### src/shared/gpm_pkg.sv
// Constants, carrier types and pin role table for the port mux register block
// Overview of operation
// - Eight two-bit function fields select pin roles
// - Pin 7 bits 15:14: gpio, trig3, sync7, irq1
// - Pin 6 bits 13:12: gpio, trig2, sync6, irq0
// - Pin 5 bits 11:10: gpio, trig1, sync5, clock
// - Pin 4 bits 9:8: gpio, trig0, sync4, irq1
// - Pin 3 bits 7:6: gpio, trig3, sync3, irq0
// - Pin 2 bits 5:4: por, trig2, sync2, clock
// - Pin 1 bits 3:2: gpio, trig1, sync1, sleep
// - Pin 0 bits 1:0: irq0, trig0, sync0, gpio
// - Function register at 0x00, resets to zero
// - Output enable at 0x04, resets all disabled
// - Pull enable at 0x08, resets disabled
// - Input enable at 0x0c gates input register
// - Read-only sampled input register at 0x10
// - Output data at 0x14 drives enabled gpio pins
// - Set register at 0x18 sets written ones
// - Clear register at 0x1c clears written ones
// - Invert register at 0x20 toggles written ones
// - Bits written zero to 0x18-0x20 leave output data unchanged
package gpm_pkg;

	localparam int          PINS      = 8;
	localparam int          FUNC_W    = 2;
	localparam int          SEQS      = 4;

	localparam logic [31:0] OFS_FUNC  = 32'h0000_0000;
	localparam logic [31:0] OFS_OEN   = 32'h0000_0004;
	localparam logic [31:0] OFS_PULL  = 32'h0000_0008;
	localparam logic [31:0] OFS_IEN   = 32'h0000_000c;
	localparam logic [31:0] OFS_DIN   = 32'h0000_0010;
	localparam logic [31:0] OFS_DOUT  = 32'h0000_0014;
	localparam logic [31:0] OFS_SET   = 32'h0000_0018;
	localparam logic [31:0] OFS_CLR   = 32'h0000_001c;
	localparam logic [31:0] OFS_TGL   = 32'h0000_0020;

	localparam logic [15:0] RST_FUNC  = 16'h0000;
	localparam logic [7:0]  RST_PORT  = 8'h00;

	localparam logic [1:0]  CODE_00   = 2'h0;
	localparam logic [1:0]  CODE_01   = 2'h1;
	localparam logic [1:0]  CODE_10   = 2'h2;
	localparam logic [1:0]  CODE_11   = 2'h3;

	localparam logic [1:0]  HTRANS_NONSEQ = 2'h2;
	localparam logic        HRESP_OKAY    = 1'h0;

	typedef enum {
		GPM_ROLE_GPIO,
		GPM_ROLE_TRIG,
		GPM_ROLE_SYNC,
		GPM_ROLE_IRQ0,
		GPM_ROLE_IRQ1,
		GPM_ROLE_CLK,
		GPM_ROLE_POR,
		GPM_ROLE_SLEEP
	} gpm_role_t;

	typedef struct packed {
		logic        hsel;
		logic [31:0] haddr;
		logic [1:0]  htrans;
		logic        hwrite;
		logic [2:0]  hsize;
		logic [31:0] hwdata;
		logic        hready;
	} gpm_ahb_req_t;

	typedef struct packed {
		logic        hreadyout;
		logic        hresp;
		logic [31:0] hrdata;
	} gpm_ahb_rsp_t;

	typedef struct packed {
		logic [PINS-1:0] out;
		logic [PINS-1:0] oe_b;
	} gpm_pad_t;

	// Functions a pin can receive from the rest of the device
	typedef struct packed {
		logic [PINS-1:0] sync_dev;
		logic [1:0]      irq;
		logic            por;
		logic            sleep;
	} gpm_func_in_t;

	typedef struct packed {
		logic [SEQS-1:0] seq_trig;
		logic            ext_clk;
	} gpm_func_out_t;

	typedef struct packed {
		logic [15:0]     func;
		logic [PINS-1:0] oen;
		logic [PINS-1:0] pull;
		logic [PINS-1:0] ien;
		logic [PINS-1:0] din;
		logic [PINS-1:0] dout;
		logic [PINS-1:0] sync1;
		logic [PINS-1:0] sync2;
		logic            ph_valid;
		logic            ph_write;
		logic [31:0]     ph_addr;
		logic [31:0]     rdata;
		logic [PINS-1:0] pad_out;
		logic [PINS-1:0] pad_oe_b;
		logic [SEQS-1:0] trig;
		logic            ext_clk;
	} gpm_state_t;

	// Role table: each pin has its own meaning for the four codes
	function automatic gpm_role_t gpm_role(input int pin, input logic [1:0] code);
		gpm_role_t r;
		r = GPM_ROLE_GPIO;
		unique case (code)
			CODE_01: r = GPM_ROLE_TRIG;
			CODE_10: r = GPM_ROLE_SYNC;
			CODE_00: begin
				if (pin == 0)
					r = GPM_ROLE_IRQ0;
				else if (pin == 2)
					r = GPM_ROLE_POR;
				else
					r = GPM_ROLE_GPIO;
			end
			CODE_11: begin
				unique case (pin)
					0:       r = GPM_ROLE_GPIO;
					1:       r = GPM_ROLE_SLEEP;
					2:       r = GPM_ROLE_CLK;
					3:       r = GPM_ROLE_IRQ0;
					4:       r = GPM_ROLE_IRQ1;
					5:       r = GPM_ROLE_CLK;
					6:       r = GPM_ROLE_IRQ0;
					default: r = GPM_ROLE_IRQ1;
				endcase
			end
		endcase
		return r;
	endfunction

endpackage

### src/rtl/gpm_port_mux_regs.sv
// Eight-pin port function multiplexer with its AHB-Lite register bank
`timescale 1ns/1ps
module gpm_port_mux_regs (
	input  wire logic                   mclk,
	input  wire logic                   rst_b,
	input  wire gpm_pkg::gpm_ahb_req_t  ahb_req,
	output      gpm_pkg::gpm_ahb_rsp_t  ahb_rsp,
	input  wire logic [7:0]             pad_in,
	output      gpm_pkg::gpm_pad_t      pad,
	output      logic [7:0]             port_pull_enable,
	input  wire gpm_pkg::gpm_func_in_t  func_in,
	output      gpm_pkg::gpm_func_out_t func_out
);

	gpm_pkg::gpm_state_t s_q;
	gpm_pkg::gpm_state_t s_d;

	function automatic logic [31:0] read_mux(input gpm_pkg::gpm_state_t s,
		input logic [31:0] addr);
		logic [31:0] v;
		v = 32'h0000_0000;
		unique case (addr)
			gpm_pkg::OFS_FUNC: v = {16'h0000, s.func};
			gpm_pkg::OFS_OEN:  v = {24'h00_0000, s.oen};
			gpm_pkg::OFS_PULL: v = {24'h00_0000, s.pull};
			gpm_pkg::OFS_IEN:  v = {24'h00_0000, s.ien};
			gpm_pkg::OFS_DIN:  v = {24'h00_0000, s.din};
			gpm_pkg::OFS_DOUT: v = {24'h00_0000, s.dout};
			// Write-only and unmapped words read as zero
			default:           v = 32'h0000_0000;
		endcase
		return v;
	endfunction

	always_comb begin
		logic            take;
		logic [7:0]      wd;
		logic [1:0]      code;
		gpm_pkg::gpm_role_t role;
		logic            drive;
		logic            lvl;
		take  = 1'b0;
		wd    = 8'h00;
		code  = 2'h0;
		role  = gpm_pkg::GPM_ROLE_GPIO;
		drive = 1'b0;
		lvl   = 1'b0;
		s_d   = s_q;

		// Two-stage synchroniser on the pads; only stage two is looked at
		s_d.sync1 = pad_in;
		s_d.sync2 = s_q.sync1;

		for (int i = 0; i < gpm_pkg::PINS; i++) begin
			s_d.din[i] = s_q.ien[i] & s_q.sync2[i];
		end

		// Data phase of a write: hwdata is valid now
		wd = s_q.ph_valid ? ahb_req.hwdata[7:0] : 8'h00;
		if (s_q.ph_valid && s_q.ph_write) begin
			unique case (s_q.ph_addr)
				gpm_pkg::OFS_FUNC: s_d.func = ahb_req.hwdata[15:0];
				gpm_pkg::OFS_OEN:  s_d.oen  = wd;
				gpm_pkg::OFS_PULL: s_d.pull = wd;
				gpm_pkg::OFS_IEN:  s_d.ien  = wd;
				gpm_pkg::OFS_DOUT: s_d.dout = wd;
				gpm_pkg::OFS_SET:  s_d.dout = s_q.dout | wd;
				gpm_pkg::OFS_CLR:  s_d.dout = s_q.dout & ~wd;
				gpm_pkg::OFS_TGL:  s_d.dout = s_q.dout ^ wd;
				// Input register and unmapped words ignore writes
				default: s_d.dout = s_q.dout;
			endcase
		end

		// Address phase; the slave never inserts wait states
		take = ahb_req.hsel & ahb_req.hready & ahb_req.htrans[1];
		s_d.ph_valid = take;
		s_d.ph_write = take & ahb_req.hwrite;
		s_d.ph_addr  = take ? ahb_req.haddr : 32'h0000_0000;
		// Read from the updated copy so a read right after a write sees it
		if (take && !ahb_req.hwrite) begin
			s_d.rdata = read_mux(s_d, ahb_req.haddr);
		end

		// Pin multiplexer
		s_d.trig    = '0;
		s_d.ext_clk = 1'b0;
		for (int i = 0; i < gpm_pkg::PINS; i++) begin
			code  = s_q.func[i*gpm_pkg::FUNC_W +: gpm_pkg::FUNC_W];
			role  = gpm_pkg::gpm_role(i, code);
			drive = 1'b0;
			lvl   = 1'b0;
			unique case (role)
				gpm_pkg::GPM_ROLE_GPIO: begin
					drive = 1'b1;
					lvl   = s_q.dout[i];
				end
				gpm_pkg::GPM_ROLE_SYNC: begin
					drive = 1'b1;
					lvl   = func_in.sync_dev[i];
				end
				gpm_pkg::GPM_ROLE_IRQ0: begin
					drive = 1'b1;
					lvl   = func_in.irq[0];
				end
				gpm_pkg::GPM_ROLE_IRQ1: begin
					drive = 1'b1;
					lvl   = func_in.irq[1];
				end
				gpm_pkg::GPM_ROLE_POR: begin
					drive = 1'b1;
					lvl   = func_in.por;
				end
				gpm_pkg::GPM_ROLE_SLEEP: begin
					drive = 1'b1;
					lvl   = func_in.sleep;
				end
				gpm_pkg::GPM_ROLE_TRIG: begin
					s_d.trig[i % gpm_pkg::SEQS] = s_d.trig[i % gpm_pkg::SEQS] | s_q.sync2[i];
				end
				gpm_pkg::GPM_ROLE_CLK: begin
					// Sampled clock: only usable well below half of mclk
					s_d.ext_clk = s_d.ext_clk | s_q.sync2[i];
				end
			endcase
			// Every output role still needs its enable bit, input roles never drive
			s_d.pad_out[i]  = drive & s_q.oen[i] & lvl;
			s_d.pad_oe_b[i] = ~(drive & s_q.oen[i]);
		end
	end

	always_ff @(posedge mclk or negedge rst_b) begin
		if (!rst_b) begin
			s_q          <= '0;
			s_q.func     <= gpm_pkg::RST_FUNC;
			s_q.oen      <= gpm_pkg::RST_PORT;
			s_q.pull     <= gpm_pkg::RST_PORT;
			s_q.ien      <= gpm_pkg::RST_PORT;
			s_q.din      <= gpm_pkg::RST_PORT;
			s_q.dout     <= gpm_pkg::RST_PORT;
			s_q.pad_oe_b <= 8'hff;
		end else begin
			s_q <= s_d;
		end
	end

	assign ahb_rsp.hreadyout = 1'b1;
	assign ahb_rsp.hresp     = gpm_pkg::HRESP_OKAY;
	assign ahb_rsp.hrdata    = s_q.rdata;
	assign pad.out           = s_q.pad_out;
	assign pad.oe_b          = s_q.pad_oe_b;
	assign port_pull_enable  = s_q.pull;
	assign func_out.seq_trig = s_q.trig;
	assign func_out.ext_clk  = s_q.ext_clk;

endmodule // gpm_port_mux_regs

### config.mk
export PLATFORM = sky130hd
export DESIGN_NAME = gpm_port_mux_regs
export DESIGN_NICKNAME = d
export VERILOG_FILES = /design/src/shared/gpm_pkg.sv /design/src/rtl/gpm_port_mux_regs.sv
export SDC_FILE = /design/constraint.sdc
export NUM_CORES = 1
export LEC_CHECK = 0
export BUFFER_PORTS_ARGS = -buffer_cell sky130_fd_sc_hd__buf_4
export CELL_PAD_IN_SITES_DETAIL_PLACEMENT = 0
export CELL_PAD_IN_SITES_GLOBAL_PLACEMENT = 1
export CORE_ASPECT_RATIO = 0.9
export CORE_MARGIN = 1
export CORE_UTILIZATION = 38
export DETAILED_ROUTE_END_ITERATION = 10
export GPL_TIMING_DRIVEN = 0
export PLACE_DENSITY_LB_ADDON = 0.1
export SLEW_MARGIN = 20
export SYNTH_ARGS = -nofsm -noshare
export SYNTH_HDL_FRONTEND = slang
export SYNTH_SLANG_ARGS = --single-unit
export TNS_END_PERCENT = 5
### constraint.sdc
create_clock -name mclk -period 2.4 [get_ports mclk]
set_input_delay 0.48 -clock mclk [delete_from_list [all_inputs] [get_ports mclk]]
set_output_delay 0.48 -clock mclk [all_outputs]
set_load 0.1 [all_outputs]
==> results.py <==
metrics = {
    "yosys": {
        "yosys_warnings": 0,
        "synth-seq-cells": 135,
        "async_reset_ff_share_pct": 100.0,
        "syn-cell-area_mm2": 0.006947,
        "synth.most_common_cell": "dfrtp_1",
        "yosys.area.top_type": "dfrtp_1",
        "postSynthCellCount": 660,
        "synth_area_per_cell_um2": 10.53,
        "synthTopCellsByCount": "dfrtp_1 (127), buf_4 (63), nand2_1 (63)",
        "synth_largest_type_area_fraction_pct": 45.75,
        "synth_cell_types": 65,
        "synth_flop_cell": "dfrtp_1",
        "synthTopCellsByArea": "dfrtp_1 (46%), buf_4 (6.8%), ha_1 (4.1%)",
        "synth_edf_count": 0,
        "yosysSeqAreaShare_pct": 48.78,
    },
    "worst_setup_path": {
        "start_kind": "flop",
        "worstPathMaxFanout": 4,
        "crit_chain": "nor4_4 > nand4_2 > buf_4 > nor3_4 > mux2_4 > a32o_1 > a211o_1",
        "critPathTopFamily": "simple AND/OR/NAND/NOR gates",
        "slowest_delay_ns": 0.39,
        "cp_num_buf_inv": 1,
        "required_ns": 2.71,
        "worstPathArrival_ns": 2.79,
        "end_kind": "flop",
        "cpMaxStageDelayCell": "dfrtp_1",
        "critPathKind": "reg2reg",
    },
    "grt": {
        "grt_pass1_vias": 5601,
        "overflow": 0,
        "grt_usage_pct": 23.12,
        "grt_max_degree": 82,
        "antenna_found_initial": 0,
        "grt_pass1_wl_um": 31440,
    },
    "layout": {
        "antennaDiodeCount": 0,
        "layout-drive-gt1-share_pct": 37.43,
        "fin_util_pct": 51.89,
        "nNetsFinal": 951,
        "nFillCells": 1632,
        "stdcell_area_mm2": 0.009229,
        "area_growth_pct": 32.85,
    },
    "clock_network": {
        "cts_buffers": 17,
        "tritoncts": "done",
        "clk_path_buf_depth": 2,
        "path_clk_slew_ns": 0.06,
        "clk_latency_ns": 0.43,
        "clock-sinks": 135,
        "clk_root_buffer_cell": "clkbuf_16",
        "htreeDepth": 4,
    },
    "timing": {
        "skew_ns": 0.008837,
        "hold_violations": 0,
        "final.setup.tns_ns": -0.2356,
        "rsz0062_at_grt": "yes",
        "clock.fmax_mhz": 402.8,
        "finalCritPeriodShare_pct": 103.4,
        "setup_viol": 5,
        "worst_slack_ns": -0.08275,
        "worst-slew-pin-transition_ns": 0.6786,
        "min_period_ns": 2.483,
        "slew-limit-headroom_pct": 54.76,
        "drv_slew": 0,
    },
    "run_status": {
        "violations": "setup timing",
        "status": "finished, violations left",
    },
    "worst_hold_path": {
        "min_path_type": "in2reg",
    },
    "detailed_routing": {
        "antenna_left": 0,
        "drt-wirelength-per-cell_um": 18.81,
        "route.detailed.drc": 0,
        "vias_per_cell": 5.071,
        "drt_wl_total_um": 20440,
        "vias": 5512,
        "drt-initial-drc-count": 236,
        "drtPass1Iterations": 5,
    },
    "placement": {
        "place_ws_ns": -1.227,
        "gp_congestion": 0.8145,
        "port_buffers": 118,
        "dpl.hpwl_um": 15390,
        "place_area_mm2": 0.008234,
    },
    "pwr": {
        "p_total_uw": 5859,
        "power.density_mw_per_mm2": 634.8,
        "irDropWorstVdd_mv": 0.3839,
        "p_leak_uw": 0.004466,
    },
    "floorplan": {
        "fp.coreArea_mm2": 0.01778,
        "fp.dieH_um": 130.3,
        "die-area_mm2": 0.01883,
        "initial_core_util_pct": 39.06,
        "rows": 46,
        "die_x_um": 144.5,
        "pin_count": 157,
    },
    "run": {
        "maxCapViolations": 0,
    },
}
stage by stage:
stage / hold WS (ns) / instances
floorplan: 0.1844 / 676
finish: 0.1561 / 1087
global route: 0.1364 / 1087
CTS: 0.1389 / 1084
detailed placement: 0.3347 / 1035
global placement: 0.3341 / 1034
repair_timing:
item / CTS / global route
pin swaps: 15 / 11
buffers inserted: 18 / 4
endpoints found under the hold margin: 48 / 0
endpoints found under the setup margin: 48 / 16
gates resized for setup: 37 / 15
hold buffers: 1 / 0
gates cloned: 0 / 0
cells in the final DEF, fill, tap and decap left out, types with 17 or more instances in the layout:
cell type,n
clkbuf_16,17
buf_4,202
conb_1,18
inv_1,32
nand2_1,63
dfrtp_1,123
o21ai_0,22
nor2_1,27
mux2_2,22
ha_1,23
and2_1,43
flip-flops by register name (all words and copies together), names as in the netlist:
name and flops:
s_q 82, func_out 5, port_pull_enable 8, s_d 8, pad 16, ahb_rsp 16
cell families after synthesis:
family | share of synthesized area (%)
mux | 5.908
compound gates | 11.13
buf+inv | 9.942
simple gates | 19.99
flops | 48.78
other cells | 0.1081
fa+ha+maj | 4.143
metal layers:
metal	up-vias	part of all wire, %	track usage [%]
li1	2609	-	-
met1	2686	48	31.56
met2	182	45	36.23
met3	35	5.0	4.734
met4	0	2.1	8.545
met5	-	0	0
where the power goes:
part           switching (uW)  leakage [uW]  internal, uW  total (uW)
clock                    1080      0.000278          1560        2640
sequential               62.0       0.00168          2350        2410
combinational             532       0.00251           282         814
final timing paths:
| kind | startpoint | endpoint | slack, ns | cells past startpoint |
|---|---|---|---|---|
| max | s_q[83]$_DFF_PN0_ | ahb_rsp[0]$_DFFE_PN0P_ | -0.08 | 7 |
| min | pad_in[2] | s_d[89]$_DFF_PN0_ | 0.16 | 1 |
| max reg2reg | s_q[83]$_DFF_PN0_ | ahb_rsp[0]$_DFFE_PN0P_ | -0.08 | 7 |
| min reg2reg | s_d[91]$_DFF_PN0_ | s_q[91]$_DFF_PN0_ | 0.35 | 0 |
| max in group asynchronous | rst_b | pad[5]$_DFF_PN1_ | 1.08 | 3 |
| min in group asynchronous | rst_b | pad[8]$_DFF_PN0_ | 0.55 | 2 |
area by class of cell:
cell class | count | area (um2) | share of cell area [%]
Buffer | 83 | 589.3 | 6.386
Inverter | 32 | 120.1 | 1.302
Clock inverter | 14 | 165.2 | 1.790
Sequential cell | 135 | 3393 | 36.77
Tap cell | 240 | 300.3 | 3.254
Clock buffer | 18 | 429.2 | 4.650
Multi-Input combinational cell | 423 | 3119 | 33.80
Timing Repair Buffer | 142 | 1112 | 12.05
(Power assumes the default switching activity.)
